[config.mk]
export PLATFORM = sky130hd
export DESIGN_NAME = tsn_sensor
export DESIGN_NICKNAME = d
export VERILOG_FILES = /design/src/rtl/tsn_pkg.sv /design/src/rtl/tsn_sensor.sv /design/src/rtl/tsn_sync.sv
export VERILOG_INCLUDE_DIRS = /design/src /design/src/rtl
export SDC_FILE = /design/constraint.sdc
export NUM_CORES = 1
export LEC_CHECK = 0
export BUFFER_PORTS_ARGS = -buffer_cell sky130_fd_sc_hd__buf_2
export CORE_MARGIN = 3
export CORE_UTILIZATION = 55
export CTS_CLUSTER_DIAMETER = 40
export DETAILED_ROUTE_END_ITERATION = 12
export PLACE_DENSITY_LB_ADDON = 0.12
export SLEW_MARGIN = 20
export SYNTH_ARGS = -nofsm -noshare
export SYNTH_HDL_FRONTEND = slang
export SYNTH_SLANG_ARGS = --single-unit
[constraint.sdc]
create_clock -name clk_sys -period 3.6 [get_ports clk_sys]
set_clock_uncertainty 0.2 [all_clocks]
set_input_delay 0.72 -clock clk_sys [delete_from_list [all_inputs] [get_ports clk_sys]]
set_output_delay 0.72 -clock clk_sys [all_outputs]
set_load 0.01 [all_outputs]
[src/rtl/tsn_consts.svh]
// constants for the temperature sensor serial register block
`ifndef TSN_CONSTS_SVH
`define TSN_CONSTS_SVH

// =====================================================================
// slave address and register select codes
`define TSN_ADDR_HI      5'h12
`define TSN_SEL_TEMP     3'h0
`define TSN_SEL_CFG      3'h1
`define TSN_SEL_HYST     3'h2
`define TSN_SEL_CRIT     3'h3
`define TSN_SEL_LOW      3'h4
`define TSN_SEL_HIGH     3'h5
`define TSN_UNMAPPED_RD  8'h00

// =====================================================================
// configuration field positions
`define TSN_CFG_SHDN     0
`define TSN_CFG_EVT      1
`define TSN_CFG_CPOL     2
`define TSN_CFG_IPOL     3
`define TSN_CFG_FQ       4

// =====================================================================
// status flag positions in the low bits of the temperature word
`define TSN_FLG_LOW      0
`define TSN_FLG_HIGH     1
`define TSN_FLG_CRIT     2

// =====================================================================
// reset values (13-bit setpoints, 0.0625 degC per step)
`define TSN_PTR_RST      3'h0
`define TSN_CFG_RST      8'h00
`define TSN_HYST_RST     13'h0020
`define TSN_LOW_RST      13'h00a0
`define TSN_HIGH_RST     13'h0400
`define TSN_CRIT_RST     13'h05a0
`define TSN_TEMP_RST     13'h0000

// =====================================================================
// fault queue and timing
`define TSN_FQ_DEPTH     4
`define TSN_CLK_MHZ      25
`define TSN_SHDN_DELAY_US 1000
`define TSN_SHDN_CYC     (`TSN_SHDN_DELAY_US * `TSN_CLK_MHZ)

`endif

[src/rtl/tsn_pkg.sv]
// types shared by the temperature sensor serial register block
package tsn_pkg;

    // =================================================================
    // serial byte engine states
    typedef enum logic [2:0] {
        TSN_IDLE,
        TSN_ADDR,
        TSN_PTR,
        TSN_WDATA,
        TSN_RDATA
    } tsn_state_t;

    // signed 13-bit temperature word
    typedef logic signed [12:0] tsn_temp_t;

endpackage : tsn_pkg

[src/rtl/tsn_sensor.sv]
// serial register access, shutdown and alarm logic of the temperature sensor
// Functional notes
// - temperatures are 13-bit two's complement, 0.0625 degC per step
// - temperature readable anytime; frequent reads stop the value refreshing
// - configuration shutdown bit puts the device in low-power shutdown
// - shutdown halts conversions so alarm outputs ignore temperature
// - serial reads and writes work unchanged during shutdown
// - shutdown takes effect SHDN_DELAY_CYC cycles, one millisecond by default, after the command
// - entering shutdown deasserts window alert and critical alarm outputs
// - with fault queue on, four consecutive faults needed to set flags
// - configuration bit 4 enables the fault queue
// - pointer selects register, resets to temperature, holds last value
// - in interrupt mode any read clears the window alert
// - temperature is read only; configuration and limits are read-write
// - configuration write takes one byte, limit writes take two
// - read with pointer set is address byte then data bytes
// - most significant byte and bit are sent first
// - master may end a read with acknowledge or not-acknowledge
// - short read may hold data low until nine more clocks
// - select codes 0..5: temp, config, hyst, critical, low, high
// - slave address is 10010 followed by two address select pins
// - temperature word holds data in 15..3, status flags in 2..0
// - a read aborts conversion and restarts it when the read ends
`timescale 1ns/100ps
`include "tsn_consts.svh"
module tsn_sensor #(
    parameter int SHDN_DELAY_CYC = `TSN_SHDN_CYC,
    parameter int FQ_DEPTH       = `TSN_FQ_DEPTH
) (
    // clock and reset
    input  wire logic        clk_sys,
    input  wire logic        resetn,
    // serial bus pins
    input  wire logic        scl_in,
    input  wire logic        sda_in,
    output logic             sda_out,
    output logic             sda_oe,
    input  wire logic [1:0]  address_select_pins,
    // converter front end
    input  wire logic [12:0] conv_data,
    input  wire logic        conv_done,
    output logic             conv_enable,
    output logic             conv_abort,
    output logic             shutdown_active,
    // open-drain alarm pins
    output logic             int_out,
    output logic             int_oe,
    output logic             critical_alarm_output,
    output logic             critical_alarm_oe
);

    // =================================================================
    // parameter checks
    initial begin
        if (SHDN_DELAY_CYC < 1 || SHDN_DELAY_CYC > 65535)
            $error("tsn_sensor: SHDN_DELAY_CYC out of range");
        if (FQ_DEPTH < 1 || FQ_DEPTH > 7)
            $error("tsn_sensor: FQ_DEPTH out of range");
    end

    // =================================================================
    // pin synchronisers and edge detection
    logic [3:0] pins_s;
    logic       scl_s;
    logic       sda_s;
    logic [1:0] asel_s;
    logic       scl_d_r;
    logic       sda_d_r;
    logic       scl_rise;
    logic       scl_fall;
    logic       bus_start;
    logic       bus_stop;

    tsn_sync #(
        .W (4)
    ) u_sync (
        .clk_sys (clk_sys),
        .resetn  (resetn),
        .d       ({address_select_pins, sda_in, scl_in}),
        .q       (pins_s)
    );

    assign scl_s  = pins_s[0];
    assign sda_s  = pins_s[1];
    assign asel_s = pins_s[3:2];

    // delayed copies for edges
    always_ff @(posedge clk_sys or negedge resetn) begin
        if (!resetn) begin
            scl_d_r <= 1'b1;
            sda_d_r <= 1'b1;
        end else begin
            scl_d_r <= scl_s;
            sda_d_r <= sda_s;
        end
    end

    assign scl_rise  = scl_s & ~scl_d_r;
    assign scl_fall  = ~scl_s & scl_d_r;
    assign bus_start = scl_s & scl_d_r & sda_d_r & ~sda_s;
    assign bus_stop  = scl_s & scl_d_r & ~sda_d_r & sda_s;

    // =================================================================
    // register storage
    tsn_pkg::tsn_state_t state_r;
    logic [2:0]  ptr_r;
    logic [7:0]  cfg_r;
    logic [12:0] hyst_r;
    logic [12:0] crit_r;
    logic [12:0] low_r;
    logic [12:0] high_r;
    logic [12:0] temp_r;
    logic [2:0]  flag_w;

    // =================================================================
    // byte engine signals
    logic [3:0]  bit_cnt_r;
    logic [7:0]  shift_r;
    logic [7:0]  tx_r;
    logic        rw_r;
    logic        match_r;
    logic        mack_r;
    logic [1:0]  wr_idx_r;
    logic        rd_idx_r;
    logic [7:0]  msb_hold_r;
    logic        reading_r;
    logic        rd_start;
    logic        wr_commit;
    logic        addr_hit;
    logic [7:0]  rd_byte;
    logic [7:0]  rd_byte_nxt;

    assign addr_hit = (shift_r[7:3] == `TSN_ADDR_HI) && (shift_r[2:1] == asel_s);

    // read byte selection by pointer and byte index
    function automatic logic [7:0] tsn_rd_sel(input logic [2:0] sel, input logic idx,
                                              input logic [15:0] tw, input logic [7:0] cf,
                                              input logic [12:0] hy, input logic [12:0] cr,
                                              input logic [12:0] lo, input logic [12:0] hi);
        logic [15:0] w;
        w = 16'h0000;
        case (sel)
            `TSN_SEL_TEMP: w = tw;
            `TSN_SEL_HYST: w = {hy, 3'h0};
            `TSN_SEL_CRIT: w = {cr, 3'h0};
            `TSN_SEL_LOW:  w = {lo, 3'h0};
            `TSN_SEL_HIGH: w = {hi, 3'h0};
            default:       w = 16'h0000;
        endcase
        if (sel == `TSN_SEL_CFG)
            tsn_rd_sel = cf;
        else if (sel > `TSN_SEL_HIGH)
            tsn_rd_sel = `TSN_UNMAPPED_RD;
        else
            tsn_rd_sel = idx ? w[7:0] : w[15:8];
    endfunction : tsn_rd_sel

    // temperature word layout; rd_byte is always the first byte of a read
    assign rd_byte = tsn_rd_sel(ptr_r, 1'b0, {temp_r, flag_w}, cfg_r,
                                hyst_r, crit_r, low_r, high_r);
    assign rd_byte_nxt = tsn_rd_sel(ptr_r, ~rd_idx_r, {temp_r, flag_w}, cfg_r,
                                    hyst_r, crit_r, low_r, high_r);

    // =================================================================
    // sampling of data on rising clock
    always_ff @(posedge clk_sys or negedge resetn) begin
        if (!resetn) begin
            shift_r <= 8'h00;
            mack_r  <= 1'b0;
        end else if (scl_rise) begin
            if (bit_cnt_r < 4'h8)
                shift_r <= {shift_r[6:0], sda_s};
            else
                mack_r <= ~sda_s;
        end
    end

    // =================================================================
    // byte state machine; sda changes only on falling clock
    // no shutdown gating here
    always_ff @(posedge clk_sys or negedge resetn) begin
        if (!resetn) begin
            state_r   <= tsn_pkg::TSN_IDLE;
            bit_cnt_r <= 4'h0;
            sda_oe    <= 1'b0;
            tx_r      <= 8'h00;
            rw_r      <= 1'b0;
            match_r   <= 1'b0;
            wr_idx_r  <= 2'h0;
            rd_idx_r  <= 1'b0;
        end else if (bus_start) begin
            // repeated start begins a new address phase
            state_r   <= tsn_pkg::TSN_ADDR;
            bit_cnt_r <= 4'hf;  // clock fall closing the start wraps to zero
            sda_oe    <= 1'b0;
        end else if (bus_stop) begin
            state_r   <= tsn_pkg::TSN_IDLE;
            bit_cnt_r <= 4'h0;
            sda_oe    <= 1'b0;
        end else if (scl_fall && state_r != tsn_pkg::TSN_IDLE) begin
            if (bit_cnt_r == 4'h7) begin
                bit_cnt_r <= 4'h8;
                case (state_r)
                    tsn_pkg::TSN_ADDR: begin
                        match_r <= addr_hit;
                        rw_r    <= shift_r[0];
                        sda_oe  <= addr_hit;
                    end
                    tsn_pkg::TSN_PTR:   sda_oe <= 1'b1;
                    tsn_pkg::TSN_WDATA: sda_oe <= 1'b1;
                    default:            sda_oe <= 1'b0;
                endcase
            end else if (bit_cnt_r == 4'h8) begin
                bit_cnt_r <= 4'h0;
                case (state_r)
                    tsn_pkg::TSN_ADDR: begin
                        if (!match_r) begin
                            state_r <= tsn_pkg::TSN_IDLE;
                            sda_oe  <= 1'b0;
                        end else if (rw_r) begin
                            state_r  <= tsn_pkg::TSN_RDATA;
                            rd_idx_r <= 1'b0;
                            tx_r     <= rd_byte;
                            sda_oe   <= ~rd_byte[7];
                        end else begin
                            state_r <= tsn_pkg::TSN_PTR;
                            sda_oe  <= 1'b0;
                        end
                    end
                    tsn_pkg::TSN_PTR: begin
                        state_r  <= tsn_pkg::TSN_WDATA;
                        wr_idx_r <= 2'h0;
                        sda_oe   <= 1'b0;
                    end
                    tsn_pkg::TSN_WDATA: begin
                        if (wr_idx_r != 2'h3)
                            wr_idx_r <= wr_idx_r + 2'h1;
                        sda_oe <= 1'b0;
                    end
                    tsn_pkg::TSN_RDATA: begin
                        if (mack_r) begin
                            rd_idx_r <= ~rd_idx_r;
                            tx_r     <= rd_byte_nxt;
                            sda_oe   <= ~rd_byte_nxt[7];
                        end else begin
                            state_r <= tsn_pkg::TSN_IDLE;
                            sda_oe  <= 1'b0;
                        end
                    end
                    default: sda_oe <= 1'b0;
                endcase
            end else begin
                bit_cnt_r <= bit_cnt_r + 4'h1;
                if (state_r == tsn_pkg::TSN_RDATA) begin
                    tx_r   <= {tx_r[6:0], 1'b0};
                    sda_oe <= ~tx_r[6];
                end
            end
        end
    end

    // open drain data pin: only the enable moves
    assign sda_out = 1'b0;

    // =================================================================
    // read tracking and conversion abort
    assign rd_start = scl_fall && bit_cnt_r == 4'h8 && state_r == tsn_pkg::TSN_ADDR
                      && match_r && rw_r;

    // abort and hold conversions during read
    always_ff @(posedge clk_sys or negedge resetn) begin
        if (!resetn) begin
            reading_r  <= 1'b0;
            conv_abort <= 1'b0;
        end else begin
            conv_abort <= rd_start;
            if (rd_start)
                reading_r <= 1'b1;
            else if (bus_start || bus_stop || state_r != tsn_pkg::TSN_RDATA)
                reading_r <= 1'b0;
        end
    end

    // =================================================================
    // register writes, committed at each data ack
    assign wr_commit = scl_fall && bit_cnt_r == 4'h7 && state_r == tsn_pkg::TSN_WDATA;

    always_ff @(posedge clk_sys or negedge resetn) begin
        if (!resetn) begin
            ptr_r      <= `TSN_PTR_RST;
            cfg_r      <= `TSN_CFG_RST;
            hyst_r     <= `TSN_HYST_RST;
            crit_r     <= `TSN_CRIT_RST;
            low_r      <= `TSN_LOW_RST;
            high_r     <= `TSN_HIGH_RST;
            msb_hold_r <= 8'h00;
        end else if (scl_fall && bit_cnt_r == 4'h7 && state_r == tsn_pkg::TSN_PTR) begin
            // pointer latches; low three bits select
            ptr_r <= shift_r[2:0];
        end else if (wr_commit) begin
            // one config byte, two limit bytes
            if (wr_idx_r == 2'h0) begin
                msb_hold_r <= shift_r;
                if (ptr_r == `TSN_SEL_CFG)
                    cfg_r <= shift_r;
            end else if (wr_idx_r == 2'h1) begin
                case (ptr_r)
                    `TSN_SEL_HYST: hyst_r <= {msb_hold_r, shift_r[7:3]};
                    `TSN_SEL_CRIT: crit_r <= {msb_hold_r, shift_r[7:3]};
                    `TSN_SEL_LOW:  low_r  <= {msb_hold_r, shift_r[7:3]};
                    `TSN_SEL_HIGH: high_r <= {msb_hold_r, shift_r[7:3]};
                    default:       ;
                endcase
            end
        end
    end

    // =================================================================
    // shutdown entry delay
    logic [15:0] shdn_cnt_r;

    always_ff @(posedge clk_sys or negedge resetn) begin
        if (!resetn) begin
            shdn_cnt_r      <= 16'h0000;
            shutdown_active <= 1'b0;
        end else if (!cfg_r[`TSN_CFG_SHDN]) begin
            shdn_cnt_r      <= 16'h0000;
            shutdown_active <= 1'b0;
        end else if (!shutdown_active) begin
            if (shdn_cnt_r == 16'(SHDN_DELAY_CYC - 1))
                shutdown_active <= 1'b1;
            else
                shdn_cnt_r <= shdn_cnt_r + 16'h0001;
        end
    end

    // =================================================================
    // conversion acceptance
    logic conv_take;

    // no conversions in shutdown; reads hold off refresh
    assign conv_enable = ~shutdown_active & ~reading_r;
    assign conv_take   = conv_done & conv_enable;

    always_ff @(posedge clk_sys or negedge resetn) begin
        if (!resetn)
            temp_r <= `TSN_TEMP_RST;
        else if (conv_take)
            temp_r <= conv_data;
    end

    // =================================================================
    // limit comparison with hysteresis and fault queue per flag
    logic [2:0]  fq_need;
    logic [12:0] lim_w [3];

    assign fq_need = cfg_r[`TSN_CFG_FQ] ? 3'(FQ_DEPTH) : 3'h1;
    assign lim_w[`TSN_FLG_LOW]  = low_r;
    assign lim_w[`TSN_FLG_HIGH] = high_r;
    assign lim_w[`TSN_FLG_CRIT] = crit_r;

    genvar gi;
    generate
        for (gi = 0; gi < 3; gi++) begin : g_flag
            logic signed [13:0] t14;
            logic signed [13:0] l14;
            logic signed [13:0] h14;
            logic               trip;
            logic               rel;
            logic [2:0]         cnt_r;
            logic               flag_r;

            assign t14 = {conv_data[12], conv_data};
            assign l14 = {lim_w[gi][12], lim_w[gi]};
            assign h14 = {hyst_r[12], hyst_r};
            if (gi == `TSN_FLG_LOW) begin : g_below
                assign trip = t14 < l14;
                assign rel  = t14 > 14'(l14 + h14);
            end else begin : g_above
                assign trip = t14 > l14;
                assign rel  = t14 < 14'(l14 - h14);
            end

            always_ff @(posedge clk_sys or negedge resetn) begin
                if (!resetn) begin
                    cnt_r  <= 3'h0;
                    flag_r <= 1'b0;
                end else if (conv_take) begin
                    if (trip) begin
                        if (cnt_r != 3'h7)
                            cnt_r <= cnt_r + 3'h1;
                        if (cnt_r + 3'h1 >= fq_need)
                            flag_r <= 1'b1;
                    end else begin
                        cnt_r <= 3'h0;
                        if (rel)
                            flag_r <= 1'b0;
                    end
                end
            end
            assign flag_w[gi] = flag_r;
        end
    endgenerate

    // =================================================================
    // window alert and critical alarm
    logic       upd_r;
    logic [1:0] win_d_r;
    logic       int_act_r;
    logic       win_evt;

    assign win_evt = |(flag_w[1:0] ^ win_d_r);

    always_ff @(posedge clk_sys or negedge resetn) begin
        if (!resetn) begin
            upd_r     <= 1'b0;
            win_d_r   <= 2'h0;
            int_act_r <= 1'b0;
        end else begin
            upd_r   <= conv_take;
            win_d_r <= flag_w[1:0];
            if (shutdown_active)
                int_act_r <= 1'b0;
            else if (upd_r && !cfg_r[`TSN_CFG_EVT])
                int_act_r <= |flag_w[1:0];
            else if (upd_r && win_evt)
                int_act_r <= 1'b1;
            else if (rd_start)
                int_act_r <= 1'b0;
        end
    end

    // open-drain drive: pull low when active with the polarity bit clear, when inactive with it set
    always_ff @(posedge clk_sys or negedge resetn) begin
        if (!resetn) begin
            int_oe            <= 1'b0;
            critical_alarm_oe <= 1'b0;
        end else begin
            int_oe <= cfg_r[`TSN_CFG_IPOL] ? ~int_act_r : int_act_r;
            critical_alarm_oe <= cfg_r[`TSN_CFG_CPOL]
                                 ? ~(flag_w[`TSN_FLG_CRIT] & ~shutdown_active)
                                 : (flag_w[`TSN_FLG_CRIT] & ~shutdown_active);
        end
    end

    assign int_out               = 1'b0;
    assign critical_alarm_output = 1'b0;

endmodule : tsn_sensor

[src/rtl/tsn_sync.sv]
// two flip-flop synchroniser for pins entering the system clock domain
`timescale 1ns/100ps
module tsn_sync #(
    parameter int W = 1
) (
    // clock and reset
    input  wire logic         clk_sys,
    input  wire logic         resetn,
    // data
    input  wire logic [W-1:0] d,
    output logic      [W-1:0] q
);

    // =================================================================
    // first stage feeds only the second stage
    logic [W-1:0] meta_r;

    always_ff @(posedge clk_sys or negedge resetn) begin
        if (!resetn) begin
            meta_r <= '0;
            q      <= '0;
        end else begin
            meta_r <= d;
            q      <= meta_r;
        end
    end

endmodule : tsn_sync

==> metrics.md <==
| Metric | Value |
|---|---|
| Wirelength, routed | `32570 um` |
| Fraction of synthesized cell area taken by the top area cell type | `33.58%` |
| Biggest area consumer among synthesized cells | `sky130_fd_sc_hd__dfrtp_1` |
| Initial Util | `56.69%` |
| CP cell instances | `buf_4 -> ha_1 -> inv_1 -> fa_2 -> a21o_1 -> a211oi_2 -> buf_4 -> o211ai_1 -> buf_4 -> buf_4 -> xnor2_1 -> ha_1 -> nand3_2 -> buf_4 -> nor3_2 -> nand2_1 -> o21ai_2 -> mux2i_1 -> a21oi_1` |
| Tightest slew margin relative to the limit | `42.24%` |
| Post-route minimum period | `3703 ps` |
| Leakage power total | `5.924 nW` |
| Number of iterations in the first detailed-routing pass | `6` |
| X dimension of the die | `148.6 um` |
| DRC viols | `0` |
| RSZ-0062 raised after global routing | `true` |
| Final count of hold timing violations | `0` |
| Post-DRT Antenna Nets | `0` |
| Syn Area/Cell | `9.763 um^2` |
| Run status | `finished, violations left` |
| Vias | `9393` |
| First element of the critical path | `hyst_r[0]$_DFFE_PN0P_` |
| Crit path launch type | `flop` |
| Largest fanout of any net on the critical path | `4` |
| Transition time of the tightest slew-check pin | `864.6 ps` |
| EDFF count, synth | `0` |
| Number of clock sinks seen by CTS | `160` |
| Number of nets in the layout | `1401` |
| # IOs | `29` |
| Bufs on Longest Clock Path | `2` |
| Most used cell, CP | `sky130_fd_sc_hd__buf_4` |
| Arrival time worst endpoint | `3820 ps` |
| Clk root buf | `sky130_fd_sc_hd__clkbuf_16` |
| Flip-flop and latch count after synthesis | `160` |
| Reg-to-reg critical path startpoint | `hyst_r[0]$_DFFE_PN0P_` |
| Synth top cells by count | `sky130_fd_sc_hd__dfrtp_1 (150), sky130_fd_sc_hd__ha_1 (135), sky130_fd_sc_hd__inv_1 (91), sky130_fd_sc_hd__nand2_1 (91), sky130_fd_sc_hd__a21oi_1 (68)` |
| Count of input and output buffers | `25` |
| Reported max-cap violation count | `0` |
| Synthesis Warnings | `0` |
| Slack of the critical path | `-102.9 ps` |
| Antenna diode count | `0` |
| Area of the multi-input gates | `6823 um^2` |
| First-pass GRT wire length | `50280 um` |
| Setup slack on the worst flop-to-flop path | `-100 ps` |
| Crit Path Class | `flop to flop` |
| Post-route clock period utilization | `102.9%` |
| Floorplan die area | `22070 um^2` |
| CTS H-tree lvls | `4` |
| Final setup fails | `3` |
| Number of antenna violations at the first check in global routing | `2` |
| Critical path capture point type | `flop` |
| Peak Freq | `270.1 MHz` |
| Fill count | `1589` |
| Last weighted congestion value of the routability-driven placer | `1.011` |
| GRT Util Overall | `29.66%` |
| Vias per Instance | `6.176` |
| Required time reported for the critical path endpoint | `3720 ps` |
| Library cell with the highest instance count after synthesis | `sky130_fd_sc_hd__dfrtp_1` |
| Async SR Flop Fraction | `100.0%` |
| Worst ir drop on vdd | `340.9 uV` |
| DR WL/cell | `21.41 um` |
| Largest net degree at the start of global routing | `77` |
| Number of standard-cell rows in the floorplan | `51` |
| Number of pins with negative max-slew slack in the final report | `0` |
| Dominant synthesized flop cell | `sky130_fd_sc_hd__dfrtp_1` |
| Seq/Total Area, Yosys | `35.93%` |
| Detailed Route Iter0 Violations | `908` |
| Worst min-delay path category | `input port to asynchronous set/reset pin` |
| FF+latch area | `4019 um^2` |
| PD cells | `364.7 nW/um^2` |
| Worst-case setup slack after placement | `-284.6 ps` |
| Vertical die dimension | `148.6 um` |
| Number of distinct standard cells referenced by the synthesized netlist | `77` |
| Slowest cell on the critical path | `sky130_fd_sc_hd__dfrtp_2` |
| Post-cts hold buffer count | `0` |
| Cells taking the most area after synthesis | `sky130_fd_sc_hd__dfrtp_1 (34%), sky130_fd_sc_hd__ha_1 (15%), sky130_fd_sc_hd__mux2_2 (6.7%)` |
| GRT Residual Overflow | `0` |
| CTS tree | `built` |
| Reg clk slew, reported paths | `80 ps` |
| Clock latency reported for the late side of the worst-skew pair | `450 ps` |
| WHS | `93.80 ps` |
| Slowest stage delay, CP | `420 ps` |
| Core Footprint | `19720 um^2` |
| Violated checks | `setup timing` |
| Synthesized cell area | `11180 um^2` |
| Via count of the first global-routing pass | `8933` |
| HPWL Detailed | `24280 um` |
| End of the worst register-to-register path | `g_flag[1].flag_r$_DFFE_PN0P_` |
| Share of post-route cells with drive strength above 1 | `21.26%` |
| Number of buffers created by CTS | `17` |
| Synthesis-to-layout area growth | `15.22%` |
| Worst r2r path cells | `19` |
| Cells after synthesis | `1145` |
per-stage QoR:
step	power (mW)	utilization, %	setup TNS (ps)	area (um^2)	instances
2_1_floorplan	2.541	-	0	11190	1147
3_3_place_gp	2.869	61.10	-525.8	12050	1479
3_5_place_dp	2.889	61.10	-687.4	12050	1479
4_1_cts	4.704	64.76	-33.49	12770	1514
5_1_grt	4.901	65.32	-800.8	12880	1521
6_report	4.698	65.32	-242.3	12880	1521
worst max-delay path by stage:
stage | slack, ps | end
2_1_floorplan | 20 | g_flag[0].flag_r$_DFFE_PN0P_
3_3_place_gp | -220 | g_flag[0].flag_r$_DFFE_PN0P_
3_5_place_dp | -280 | g_flag[0].flag_r$_DFFE_PN0P_
4_1_cts | -30 | g_flag[0].flag_r$_DFFE_PN0P_
5_1_grt | -290 | g_flag[0].flag_r$_DFFE_PN0P_
6_report | -100 | g_flag[1].flag_r$_DFFE_PN0P_
registers in the layout, summed over array words and instances (netlist names), 2 cells and up:
name	count
bit_cnt_r	4
cfg_r	8
crit_r	13
g_flag.cnt_r	9
g_flag.flag_r	3
high_r	13
hyst_r	13
low_r	13
msb_hold_r	8
ptr_r	3
shdn_cnt_r	16
shift_r	8
state_r	3
temp_r	13
tx_r	7
u_sync.meta_r	4
u_sync.q	4
win_d_r	2
wr_idx_r	2
kinds of logic (layout without fill, tap and decap cells):
family | Yosys count | in the layout | synth area share, %
mux | 100 | 100 | 9.928
other cells | 1 | 3 | 0.03355
simple gates | 304 | 304 | 13.99
buf+inv | 124 | 233 | 4.645
flops | 160 | 160 | 35.93
fa+ha+maj | 138 | 138 | 15.65
xor+xnor | 48 | 48 | 3.761
compound gates | 270 | 270 | 16.06
cell type report:
cell class	instances	area share, %
Sequential cell	160	31.20
Multi-Input combinational cell	863	52.97
Clock buffer	19	3.517
Timing Repair Buffer	110	6.071
Tap cell	265	2.574
Inverter	91	2.652
Clock inverter	13	1.010
cell usage in the layout, fill, tap and decap left out, types with 23 or more instances in the layout:
cell                      synthesis  routed
sky130_fd_sc_hd__dfrtp_1        150     148
sky130_fd_sc_hd__ha_1           135     132
sky130_fd_sc_hd__nand2_1         91      91
sky130_fd_sc_hd__inv_1           91      90
sky130_fd_sc_hd__buf_4            7      84
sky130_fd_sc_hd__mux2_2          67      67
sky130_fd_sc_hd__nor2_1          62      62
sky130_fd_sc_hd__a21oi_1         68      62
sky130_fd_sc_hd__o21ai_0         51      49
sky130_fd_sc_hd__xor2_1          28      28
sky130_fd_sc_hd__buf_2           10      24
sky130_fd_sc_hd__a21o_1          23      23
what timing repair did:
action | 4_1_cts | 5_1_grt
pin swaps | 17 | 36
resized for setup | 27 | 13
buffers inserted | 3 | 7
endpoints found under the hold margin | 0 | 0
endpoints found under the setup margin | 3 | 3
layer usage:
layer	wire, um	vias up	GRT usage, %
met5	0	-	0
met4	1098	0	10.53
met3	2351	70	6.399
met2	14430	370	44.76
met1	14690	4585	42.34
li1	-	4368	-
where the power goes:
group	internal, mW	total [mW]	leakage (nW)	switching (mW)
logic	0.296	0.654	3.55	0.358
registers	1.94	2.23	2.09	0.289
clock network	1.00	1.82	0.284	0.811
critical path: cells and delay by family (launching register included):
| family | cells | cell delay [ps] |
|---|---|---|
| adders and majority gates | 3 | 770 |
| buffers and inverters | 6 | 750 |
| AOI/OAI and AO/OA | 5 | 750 |
| DFF | 1 | 420 |
| and+or+nand+nor | 3 | 320 |
| muxes | 1 | 240 |
| xor gates and xnor gates | 1 | 120 |
Power figures use the tool's default switching activity.
